<file path="src/hdl/exec_cfg.svh">
// Offsets, field positions, encodings and reset values of the execute block
`ifndef EXEC_CFG_SVH
`define EXEC_CFG_SVH

// APB register byte offsets
`define EXEC_ACC_OFFSET      8'h00
`define EXEC_STATUS_OFFSET   8'h04

// Status register field positions
`define EXEC_ST_CARRY        0
`define EXEC_ST_NIBBLE       1
`define EXEC_ST_ZERO         2
`define EXEC_ST_POWER_DOWN   3
`define EXEC_ST_EXPIRY       4
`define EXEC_ST_SLEEPING     5

// Reset values
`define EXEC_ACC_RESET       8'h00
`define EXEC_FLAG_RESET      1'b0
`define EXEC_PD_RESET        1'b1
`define EXEC_TO_RESET        1'b1

// Instruction encodings: return and sleep as 14-bit words, rotates and subtract as opcode prefixes; unused positions are zero
`define EXEC_OP_RETURN       14'h0008
`define EXEC_OP_SLEEP        14'h0063
`define EXEC_OP_ROT_LEFT     6'h0d
`define EXEC_OP_ROT_RIGHT    6'h0c
`define EXEC_OP_LIT_SUB      5'h1e

// Field positions inside an instruction word
`define EXEC_DEST_BIT        7

`endif

</file>
<file path="src/hdl/exec_pkg.sv">
// Types shared by the execute block
package exec_pkg;

  typedef enum logic [1:0] {
    ST_RUN   = 2'b00,
    ST_RET2  = 2'b01,
    ST_SLEEP = 2'b10
  } exec_state_e;

  typedef logic [7:0] byte_t;

endpackage

</file>
<file path="src/hdl/exec_alu.sv">
// Combinational rotate-through-carry and literal-minus-accumulator datapath
`timescale 1ns/1ps
`default_nettype none

module exec_alu (
  input  wire logic         i_rot_left,
  input  wire logic         i_carry,
  input  wire exec_pkg::byte_t i_file_data,
  input  wire exec_pkg::byte_t i_literal,
  input  wire exec_pkg::byte_t i_acc,
  output exec_pkg::byte_t   o_rot_result,
  output logic              o_rot_carry,
  output exec_pkg::byte_t   o_sub_result,
  output logic              o_sub_carry,
  output logic              o_sub_nibble,
  output logic              o_sub_zero
);
  import exec_pkg::*;

  logic [8:0] diff;
  logic [4:0] low_diff;

  always_comb begin
    if (i_rot_left) begin
      o_rot_result = {i_file_data[6:0], i_carry};
      o_rot_carry  = i_file_data[7];
    end else begin
      o_rot_result = {i_carry, i_file_data[7:1]};
      o_rot_carry  = i_file_data[0];
    end
  end

  // Literal taken as unsigned 0..255, borrow lands in bit 8
  assign diff         = {1'b0, i_literal} - {1'b0, i_acc};
  assign low_diff     = {1'b0, i_literal[3:0]} - {1'b0, i_acc[3:0]};
  assign o_sub_result = diff[7:0];
  assign o_sub_carry  = ~diff[8];
  assign o_sub_nibble = ~low_diff[4];
  assign o_sub_zero   = (diff[7:0] == 8'h00);

endmodule // exec_alu

`default_nettype wire

</file>
<file path="src/hdl/exec_core.sv">
// Execute stage for return, rotate, sleep and literal-minus-accumulator
`timescale 1ns/1ps
`default_nettype none
`include "exec_cfg.svh"

// How it works
// - Return pops stack, loads stack top into PC, two cycles, flags untouched.
// - Register instructions carry 7-bit file address and one destination bit.
// - Rotate destination 0 writes accumulator, 1 writes file register back.
// - Rotate left through carry: old carry into bit 0, bit 7 out.
// - Rotate right through carry: old carry into bit 7, bit 0 out.
// - Sleep clears power-down flag and sets expiry flag.
// - Sleep clears watchdog counter and its prescaler.
// - Sleep stops the oscillator and halts execution.
// - Literal minus accumulator, two's complement, result to accumulator.
// - Unused encoding bits are zero; literal is a full 8-bit value. Only return and sleep check this; subtract decode ignores bit 8.
module exec_core #(
  parameter int PC_WIDTH = 13
) (
  input  wire logic                i_sys_clk,
  input  wire logic                i_reset_n,
  // Instruction issue
  input  wire logic                i_instr_valid,
  input  wire logic [13:0]         i_instr,
  input  wire exec_pkg::byte_t     i_file_rdata,
  output logic                     o_instr_ready,
  // Stack and program counter
  input  wire logic [PC_WIDTH-1:0] i_stack_top,
  output logic                     o_stack_pop,
  output logic                     o_pc_load,
  output logic [PC_WIDTH-1:0]      o_pc,
  // File register write port
  output logic                     o_file_we,
  output logic [6:0]               o_file_addr,
  output exec_pkg::byte_t          o_file_wdata,
  // Watchdog and oscillator
  output logic                     o_wdt_clear,
  output logic                     o_osc_stop,
  input  wire logic                i_wake,
  // Core state
  output exec_pkg::byte_t          o_acc,
  output logic                     o_carry,
  output logic                     o_nibble_borrow_flag,
  output logic                     o_zero,
  output logic                     o_power_down_flag,
  output logic                     o_expiry_flag,
  // APB slave
  input  wire logic                i_psel,
  input  wire logic                i_penable,
  input  wire logic                i_pwrite,
  input  wire logic [7:0]          i_paddr,
  input  wire logic [31:0]         i_pwdata,
  output logic                     o_pready,
  output logic [31:0]              o_prdata,
  output logic                     o_pslverr
);
  import exec_pkg::*;

  ////////////////////////////////////////////////////////////////////////////
  // Decode

  exec_state_e state_reg;
  logic        take;
  logic        is_return;
  logic        is_sleep;
  logic        is_rot_left;
  logic        is_rot_right;
  logic        is_rot;
  logic        is_sub;
  logic        dest_file;
  logic [6:0]  file_addr;
  byte_t       literal;

  assign take         = i_instr_valid && o_instr_ready;
  // Exact compare: unused positions must be zero
  assign is_return    = take && (i_instr == `EXEC_OP_RETURN);
  assign is_sleep     = take && (i_instr == `EXEC_OP_SLEEP);
  assign is_rot_left  = take && (i_instr[13:8] == `EXEC_OP_ROT_LEFT);
  assign is_rot_right = take && (i_instr[13:8] == `EXEC_OP_ROT_RIGHT);
  assign is_rot       = is_rot_left || is_rot_right;
  assign is_sub       = take && (i_instr[13:9] == `EXEC_OP_LIT_SUB);
  assign dest_file    = i_instr[`EXEC_DEST_BIT];
  assign file_addr    = i_instr[6:0];
  assign literal      = i_instr[7:0];

  byte_t rot_result;
  logic  rot_carry;
  byte_t sub_result;
  logic  sub_carry;
  logic  sub_nibble;
  logic  sub_zero;

  exec_alu u_alu (
    .i_rot_left   (is_rot_left),
    .i_carry      (o_carry),
    .i_file_data  (i_file_rdata),
    .i_literal    (literal),
    .i_acc        (o_acc),
    .o_rot_result (rot_result),
    .o_rot_carry  (rot_carry),
    .o_sub_result (sub_result),
    .o_sub_carry  (sub_carry),
    .o_sub_nibble (sub_nibble),
    .o_sub_zero   (sub_zero)
  );

  ////////////////////////////////////////////////////////////////////////////
  // Wake input: three stages, a change counts when stages two and three agree

  logic [2:0] wake_sync_reg;
  logic       wake_level_reg;

  always_ff @(posedge i_sys_clk or negedge i_reset_n) begin
    if (!i_reset_n) begin
      wake_sync_reg <= 3'h0;
    end else begin
      wake_sync_reg <= {wake_sync_reg[1:0], i_wake};
    end
  end

  always_ff @(posedge i_sys_clk or negedge i_reset_n) begin
    if (!i_reset_n) begin
      wake_level_reg <= 1'b0;
    end else if (wake_sync_reg[1] == wake_sync_reg[2]) begin
      wake_level_reg <= wake_sync_reg[2];
    end
  end

  ////////////////////////////////////////////////////////////////////////////
  // Sequencer

  exec_state_e state_next;

  always_comb begin
    state_next = state_reg;
    unique case (state_reg)
      ST_RUN: begin
        if (is_return) begin
          state_next = ST_RET2;
        end else if (is_sleep) begin
          state_next = ST_SLEEP;
        end
      end
      ST_RET2: begin
        state_next = ST_RUN;
      end
      ST_SLEEP: begin
        if (wake_level_reg) begin
          state_next = ST_RUN;
        end
      end
      default: begin
        state_next = ST_RUN;
      end
    endcase
  end

  always_ff @(posedge i_sys_clk or negedge i_reset_n) begin
    if (!i_reset_n) begin
      state_reg <= ST_RUN;
    end else begin
      state_reg <= state_next;
    end
  end

  // Ready drops for the second return cycle and for all of sleep
  always_ff @(posedge i_sys_clk or negedge i_reset_n) begin
    if (!i_reset_n) begin
      o_instr_ready <= 1'b1;
      o_osc_stop    <= 1'b0;
    end else begin
      o_instr_ready <= (state_next == ST_RUN);
      o_osc_stop    <= (state_next == ST_SLEEP);
    end
  end

  ////////////////////////////////////////////////////////////////////////////
  // Stack, program counter, watchdog

  always_ff @(posedge i_sys_clk or negedge i_reset_n) begin
    if (!i_reset_n) begin
      o_stack_pop <= 1'b0;
      o_pc_load   <= 1'b0;
      o_pc        <= '0;
    end else begin
      o_stack_pop <= is_return;
      o_pc_load   <= is_return;
      if (is_return) begin
        o_pc <= i_stack_top;
      end
    end
  end

  always_ff @(posedge i_sys_clk or negedge i_reset_n) begin
    if (!i_reset_n) begin
      o_wdt_clear <= 1'b0;
    end else begin
      o_wdt_clear <= is_sleep;
    end
  end

  ////////////////////////////////////////////////////////////////////////////
  // File register write-back

  always_ff @(posedge i_sys_clk or negedge i_reset_n) begin
    if (!i_reset_n) begin
      o_file_we    <= 1'b0;
      o_file_addr  <= 7'h00;
      o_file_wdata <= 8'h00;
    end else begin
      o_file_we <= is_rot && dest_file;
      if (is_rot && dest_file) begin
        o_file_addr  <= file_addr;
        o_file_wdata <= rot_result;
      end
    end
  end

  ////////////////////////////////////////////////////////////////////////////
  // Accumulator and flags; an executing instruction wins over a bus write

  logic apb_wr;
  logic wr_acc;
  logic wr_status;

  // Write lands only on the access edge that also sees pready high
  assign apb_wr    = i_psel && i_penable && i_pwrite && o_pready;
  assign wr_acc    = apb_wr && (i_paddr == `EXEC_ACC_OFFSET);
  assign wr_status = apb_wr && (i_paddr == `EXEC_STATUS_OFFSET);

  always_ff @(posedge i_sys_clk or negedge i_reset_n) begin
    if (!i_reset_n) begin
      o_acc <= `EXEC_ACC_RESET;
    end else if (is_rot && !dest_file) begin
      o_acc <= rot_result;
    end else if (is_sub) begin
      o_acc <= sub_result;
    end else if (wr_acc) begin
      o_acc <= i_pwdata[7:0];
    end
  end

  // Rotates touch carry only; return and sleep touch none of these
  always_ff @(posedge i_sys_clk or negedge i_reset_n) begin
    if (!i_reset_n) begin
      o_carry              <= `EXEC_FLAG_RESET;
      o_nibble_borrow_flag <= `EXEC_FLAG_RESET;
      o_zero               <= `EXEC_FLAG_RESET;
    end else if (is_rot) begin
      o_carry <= rot_carry;
    end else if (is_sub) begin
      o_carry              <= sub_carry;
      o_nibble_borrow_flag <= sub_nibble;
      o_zero               <= sub_zero;
    end else if (wr_status) begin
      o_carry              <= i_pwdata[`EXEC_ST_CARRY];
      o_nibble_borrow_flag <= i_pwdata[`EXEC_ST_NIBBLE];
      o_zero               <= i_pwdata[`EXEC_ST_ZERO];
    end
  end

  always_ff @(posedge i_sys_clk or negedge i_reset_n) begin
    if (!i_reset_n) begin
      o_power_down_flag <= `EXEC_PD_RESET;
      o_expiry_flag     <= `EXEC_TO_RESET;
    end else if (is_sleep) begin
      o_power_down_flag <= 1'b0;
      o_expiry_flag     <= 1'b1;
    end
  end

  ////////////////////////////////////////////////////////////////////////////
  // APB slave: answer registered in the setup cycle, ready in the access cycle

  logic [31:0] status_word;

  always_comb begin
    status_word                        = 32'h0000_0000;
    status_word[`EXEC_ST_CARRY]        = o_carry;
    status_word[`EXEC_ST_NIBBLE]       = o_nibble_borrow_flag;
    status_word[`EXEC_ST_ZERO]         = o_zero;
    status_word[`EXEC_ST_POWER_DOWN]   = o_power_down_flag;
    status_word[`EXEC_ST_EXPIRY]       = o_expiry_flag;
    status_word[`EXEC_ST_SLEEPING]     = (state_reg == ST_SLEEP);
  end

  always_ff @(posedge i_sys_clk or negedge i_reset_n) begin
    if (!i_reset_n) begin
      o_pready  <= 1'b0;
      o_prdata  <= 32'h0000_0000;
      o_pslverr <= 1'b0;
    end else begin
      o_pready  <= i_psel && !i_penable;
      o_pslverr <= 1'b0;
      o_prdata  <= 32'h0000_0000;
      if (i_psel && !i_penable) begin
        if (i_paddr == `EXEC_ACC_OFFSET) begin
          o_prdata <= {24'h00_0000, o_acc};
        end else if (i_paddr == `EXEC_STATUS_OFFSET) begin
          o_prdata <= status_word;
        end else begin
          o_pslverr <= 1'b1;
        end
      end
    end
  end

endmodule // exec_core

`default_nettype wire

</file>
<file path="config.mk">
export PLATFORM = sky130hd
export DESIGN_NAME = exec_core
export DESIGN_NICKNAME = d
export VERILOG_FILES = /design/src/hdl/exec_pkg.sv /design/src/hdl/exec_alu.sv /design/src/hdl/exec_core.sv
export VERILOG_INCLUDE_DIRS = /design/src /design/src/hdl
export SDC_FILE = /design/constraint.sdc
export NUM_CORES = 1
export LEC_CHECK = 0
export BUFFER_PORTS_ARGS = -buffer_cell sky130_fd_sc_hd__buf_4
export CAP_MARGIN = 10
export CORE_MARGIN = 2
export CORE_UTILIZATION = 30
export CTS_BUF_LIST = sky130_fd_sc_hd__clkbuf_2 sky130_fd_sc_hd__clkbuf_4 sky130_fd_sc_hd__clkbuf_8
export DETAILED_ROUTE_END_ITERATION = 6
export PLACE_DENSITY_LB_ADDON = 0.2
export SETUP_SLACK_MARGIN = 0.05
export SYNTH_ARGS = -nofsm -noshare
export SYNTH_HDL_FRONTEND = slang
export SYNTH_SLANG_ARGS = --single-unit
</file>
<file path="constraint.sdc">
create_clock -name i_sys_clk -period 2.4 [get_ports i_sys_clk]
set_input_delay 0.24 -clock i_sys_clk [delete_from_list [all_inputs] [get_ports i_sys_clk]]
set_output_delay 0.24 -clock i_sys_clk [all_outputs]
set_load 0.05 [all_outputs]
</file>
# Word level (Yosys, flattened, before mapping)
# Cells that the tools add are included.
# totals
output_inout_bits	81
mem_bits_rw	0
romBits	0
n_memories	0
latchBits	0
register_bits	85
wordCells	80
input_bits	82
# op_classes
n_mux	22
bitwise	3
mul	0
addsub	2
shifts	0
eq_ne	9
div_mod_pow	0
reduce_logical	25
magnitude_cmp	0
# ops
cell	n
8-bit 2-to-1 mux	6
8-bit logical NOT	2
14-bit by 4-bit == test with 1-bit output, second input constant	1
14-bit by 7-bit == test with 1-bit output, second input constant	1
1-bit logical AND	14
6-bit by 4-bit == test with 1-bit output, second input constant	2
1-bit 2-to-1 mux	11
8-bit by 8-bit subtractor with 9-bit output	1
8-bit by 3-bit == test with 1-bit output, second input constant	1
2-bit 2-to-1 mux	3
6-bit 2-to-1 mux	1
3-bit nonzero test	2
5-bit == test, second input constant	1
4-bit by 4-bit subtractor with 5-bit output	1
2-bit == test, second input constant	2
2-bit logical NOT	2
2-bit case mux with 2 select lines	1
1-bit NOT	3
1-bit logical NOT	2
2-bit AND reduction	1
2-bit nonzero test	1
1-bit == test	1
1-bit logical OR	1

# Logic depth before layout (Yosys ltp)
# logic_depth
ltp_word	7
ltp_mapped	9
depth_no_buf	9

# By module
# A second synthesis with hierarchy kept.
# unflattened
hier_cells	305
hier_area_um2	3342.0
# by_module_without_submodules
module	seq_area_each_um2	cells_per_inst	area_each_um2	instances
exec_core	1529.0	243	2851.5	1
exec_alu	0.0	62	490.5	1

# Least setup slack after synthesis
# OpenSTA, ideal clock, no wires.
# synth_path
path_type	reg2reg
from	reg o_acc[0]
to	reg o_acc[6]
path_buffers	0
period_less_slack_ns	2.397
arrival_time_ns	2.320
t_required_ns	2.323
setup_ns	0.077
setup_slack_ns	0.003
stages_incl_launch_ff	9
cell_sequence	dfrtp_1 ha_1 inv_1 fa_1 a21o_1 a221oi_1 xnor2_1 o221a_2 a21oi_1
# synth_between
elab_chain_cells	3
# synth_lines
item	line_no	rtl
from (decl)	exec_core.sv:41	output exec_pkg::byte_t o_acc,
from (signal assigned)	exec_core.sv:233	o_acc <= `EXEC_ACC_RESET;
from (signal assigned)	exec_core.sv:235	o_acc <= rot_result;
from (signal assigned)	exec_core.sv:237	o_acc <= sub_result;
8-bit by 8-bit subtractor with 9-bit output	exec_alu.sv:34	assign diff = {1'b0, i_literal} - {1'b0, i_acc};
8-bit 2-to-1 mux	exec_core.sv:236	end else if (is_sub) begin
8-bit 2-to-1 mux	exec_core.sv:234	end else if (is_rot && !dest_file) begin
# Every way passes these cells.
# A chain may end at the register's enable or synchronous reset.

# Worst setup path in the final report
# Same ends and word-level chain as after synthesis.

==> metrics <==
outcome finished with violations; failing checks hold timing; Boundary Pins about 160; die height between 100 and 150 microns; diodes inserted 0; Post-Synthesis Mean Instance Area between 10 and 15 sq um; ANT nets after route 0; vias in the first global route 2462; cells after synthesis roughly 310; Reg2Reg Depth 8; first-pass GRT wire length ~14000 microns; final setup vio count 0; static leakage about 2.2 nW; Area Overhead vs Synth 33.8%; Critical Path Start o_acc[0]$_DFFE_PN0P_; worst-margin pin slew around 0.78 ns; synthesized flop and latch total 61; dominant cell type by area after synthesis dfrtp_1; drt pass-1 iters 4; die area ~0.012 sq mm; Hold Crit Class input pin to async pin; Avg Vias per Cell about 4.6; initial drt markers about 140; Post-CTS Setup Repair Bufs 0; synthesized cell area between 0.003 and 0.004 sq mm; Avg WL per Cell approximately 16 microns; clock skew 0.00636 ns; clock sink total 61; leading post-synthesis cells by cell area dfrtp_1, mux2_2, mux2i_1; nets 514; Synth Warn # 0; Yosys cell types 56; clock root cell clkbuf_8; commonest non-fill, non-tap cells in the layout buf_4, dfrtp_1, mux2_2, conb_1, nor2_1; CP Depth 8; metal2 WL between 4000 and 5000 microns; highest clock rate ~0.45 GHz; clk_lat worst skew 0.33 ns; Post-synth EDFFs 0; Worst setup SP type flip-flop; Crit Path Class flip-flop to flip-flop; total grt overflow 0; WP buf/inv 1; final hold vios 7; Final min period 2.22 ns; crit path max fanout 2; Req. time, crit path between 2 and 3 ns; core area around 0.011 sq mm; Num CTS Buffers 9; CTS Hold Bufs 0; sequential share of the synthesized area around 46%; clk slew on worst S/H paths ~0.070 ns; largest net degree at the start of global routing 62; routability cong. about 0.8; pwr/cell area about 730 mW/mm^2; Final Core Density roughly two fifths; Reg with most FFs o_pc; Post-route DRC 0; most common cell after layout, fill and taps aside buf_4; critical path cell sequence ha_1, inv_1, fa_1, a21o_1, a221oi_1, xnor2_1, o221a_2, a21oi_1; antenna violations before repair 0; RSZ-0062 raised after global routing false; max-cap viol count 0; Clock Path Buffers 2; Async SR Flop Fraction 100%; DIE WIDTH approximately 110 microns; met3 WL 620 microns; crit path DAT roughly 2.5 ns; Synth top area share approximately 45%; CTS tree yes; Post-Route WL roughly 8800 microns; initial core utilization 30.5%; via count around 2600; Max-slew headroom ~48%; Hold Slack -0.0148 ns; RR Startpoint o_acc[0]$_DFFE_PN0P_; Critical Path Max Stage Delay 0.42 ns; slowest cell on the critical path a221oi_1; RR Endpoint o_acc[6]$_DFFE_PN0P_; Setup TNS Final 0 ns; Max VDD drop between 300 and 400 uV; uppermost routed layer met4; reg2reg setup slack 0.18 ns; CP endpoint o_acc[6]$_DFFE_PN0P_; Port Buffers about 110; H-Tree Depth 3; WL met1 4190 microns; Largest register FFs 13; post-DP HPWL around 6900 microns; max-slew violations 0; layout cells sized above 1 40.5%; delay-heaviest family, CP compound AO/OA/AOI/OAI gates; post-cts resize count 0; GRT Total Usage between 10% and 20%; row cnt 38; Setup crit end kind flip-flop; Tcrit/Tclk final 92.7%; Post-synth top flop dfrtp_1
[worst reg2reg max path: cells and delay by family (launching register included)]
family | cells | cell delay, ns
compound gates | 4 | 1.03
xor+xnor | 1 | 0.16
fa+ha+maj | 2 | 0.56
buf+inv | 1 | 0.05
flops | 1 | 0.35
[per-layer routing]
layer / GRT usage, % / vias to the layer above
met3: 4.84 / 2
li1: - / 1266
met4: 3.85 / 0
met2: 22.0 / 91
met5: 0 / -
met1: 22.3 / 1234
[cell usage after synthesis (4+ instances only)]
| library cell | n |
|---|---|
| buf_4 | 26 |
| nor2_1 | 24 |
| nand2_1 | 8 |
| nor3_1 | 7 |
| ha_1 | 8 |
| clkbuf_1 | 8 |
| a21o_1 | 4 |
| nand3_1 | 4 |
| o21ai_0 | 9 |
| mux2_2 | 26 |
| a21oi_1 | 16 |
| nor2b_1 | 5 |
| o21ai_1 | 4 |
| dfrtp_1 | 59 |
| nand4_1 | 4 |
| mux2i_1 | 20 |
| inv_1 | 16 |
[report_power, final]
group | switching, mW | internal (mW) | total (mW)
Clock | 0.374 | 0.536 | 0.910
Combinational | 0.747 | 0.379 | 1.13
Sequential | 0.0632 | 1.12 | 1.18
Total | 1.18 | 2.03 | 3.22
[stage by stage]
step                      worst slack, ns  power (mW)  instances  instance area [sq um]  hold WS, ns
after CTS                           0.178        3.25        566                   4390      0.00302
after global routing               0.0762        3.40        567                   4400       0.0400
after global placement              0.126        2.32        551                   4200        0.338
final                               0.176        3.22        567                   4400      -0.0148
after detailed placement            0.109        2.32        551                   4200        0.337
after floorplan                    0.0962        1.97        330                   3380      -0.0556
[worst min-delay path by stage]
stage / start / to / slack (ns) / depth (start not counted)
5_1_grt: i_reset_n / o_prdata[1]$_DFF_PN0_ / 0.04 / 1
2_1_floorplan: i_reset_n / o_acc[0]$_DFFE_PN0P_ / -0.06 / 0
4_1_cts: i_wake / wake_sync_reg[0]$_DFF_PN0_ / 0.003 / 1
3_3_place_gp: wake_sync_reg[0]$_DFF_PN0_ / wake_sync_reg[1]$_DFF_PN0_ / 0.34 / 0
3_5_place_dp: wake_sync_reg[0]$_DFF_PN0_ / wake_sync_reg[1]$_DFF_PN0_ / 0.34 / 0
6_report: i_reset_n / o_prdata[1]$_DFF_PN0_ / -0.01 / 1
[cells by family (layout without fill, tap and decap cells)]
family	count (synthesis)	in the layout	synth area share, %
other	2	25	0.228
DFF	61	61	46.5
adders and majority gates	10	10	3.95
and+or+nand+nor	78	78	13.2
muxes	46	46	15.0
buffers and inverters	54	151	9.43
xor gates and xnor gates	4	4	1.06
AOI/OAI and AO/OA	52	52	10.7
[final cells by class]
| class | instances | area (sq um) |
|---|---|---|
| Clock buffer | 13 | 160 |
| Clock inverter | 2 | 35.0 |
| Sequential cell | 61 | 1530 |
| Multi-Input combinational cell | 215 | 1540 |
| Tap cell | 140 | 175 |
| Inverter | 16 | 60.1 |
| Timing Repair Buffer | 120 | 903 |
| Fill cell | 1073 | 6390 |
No activity file was read; power rests on OpenSTA's default activity.
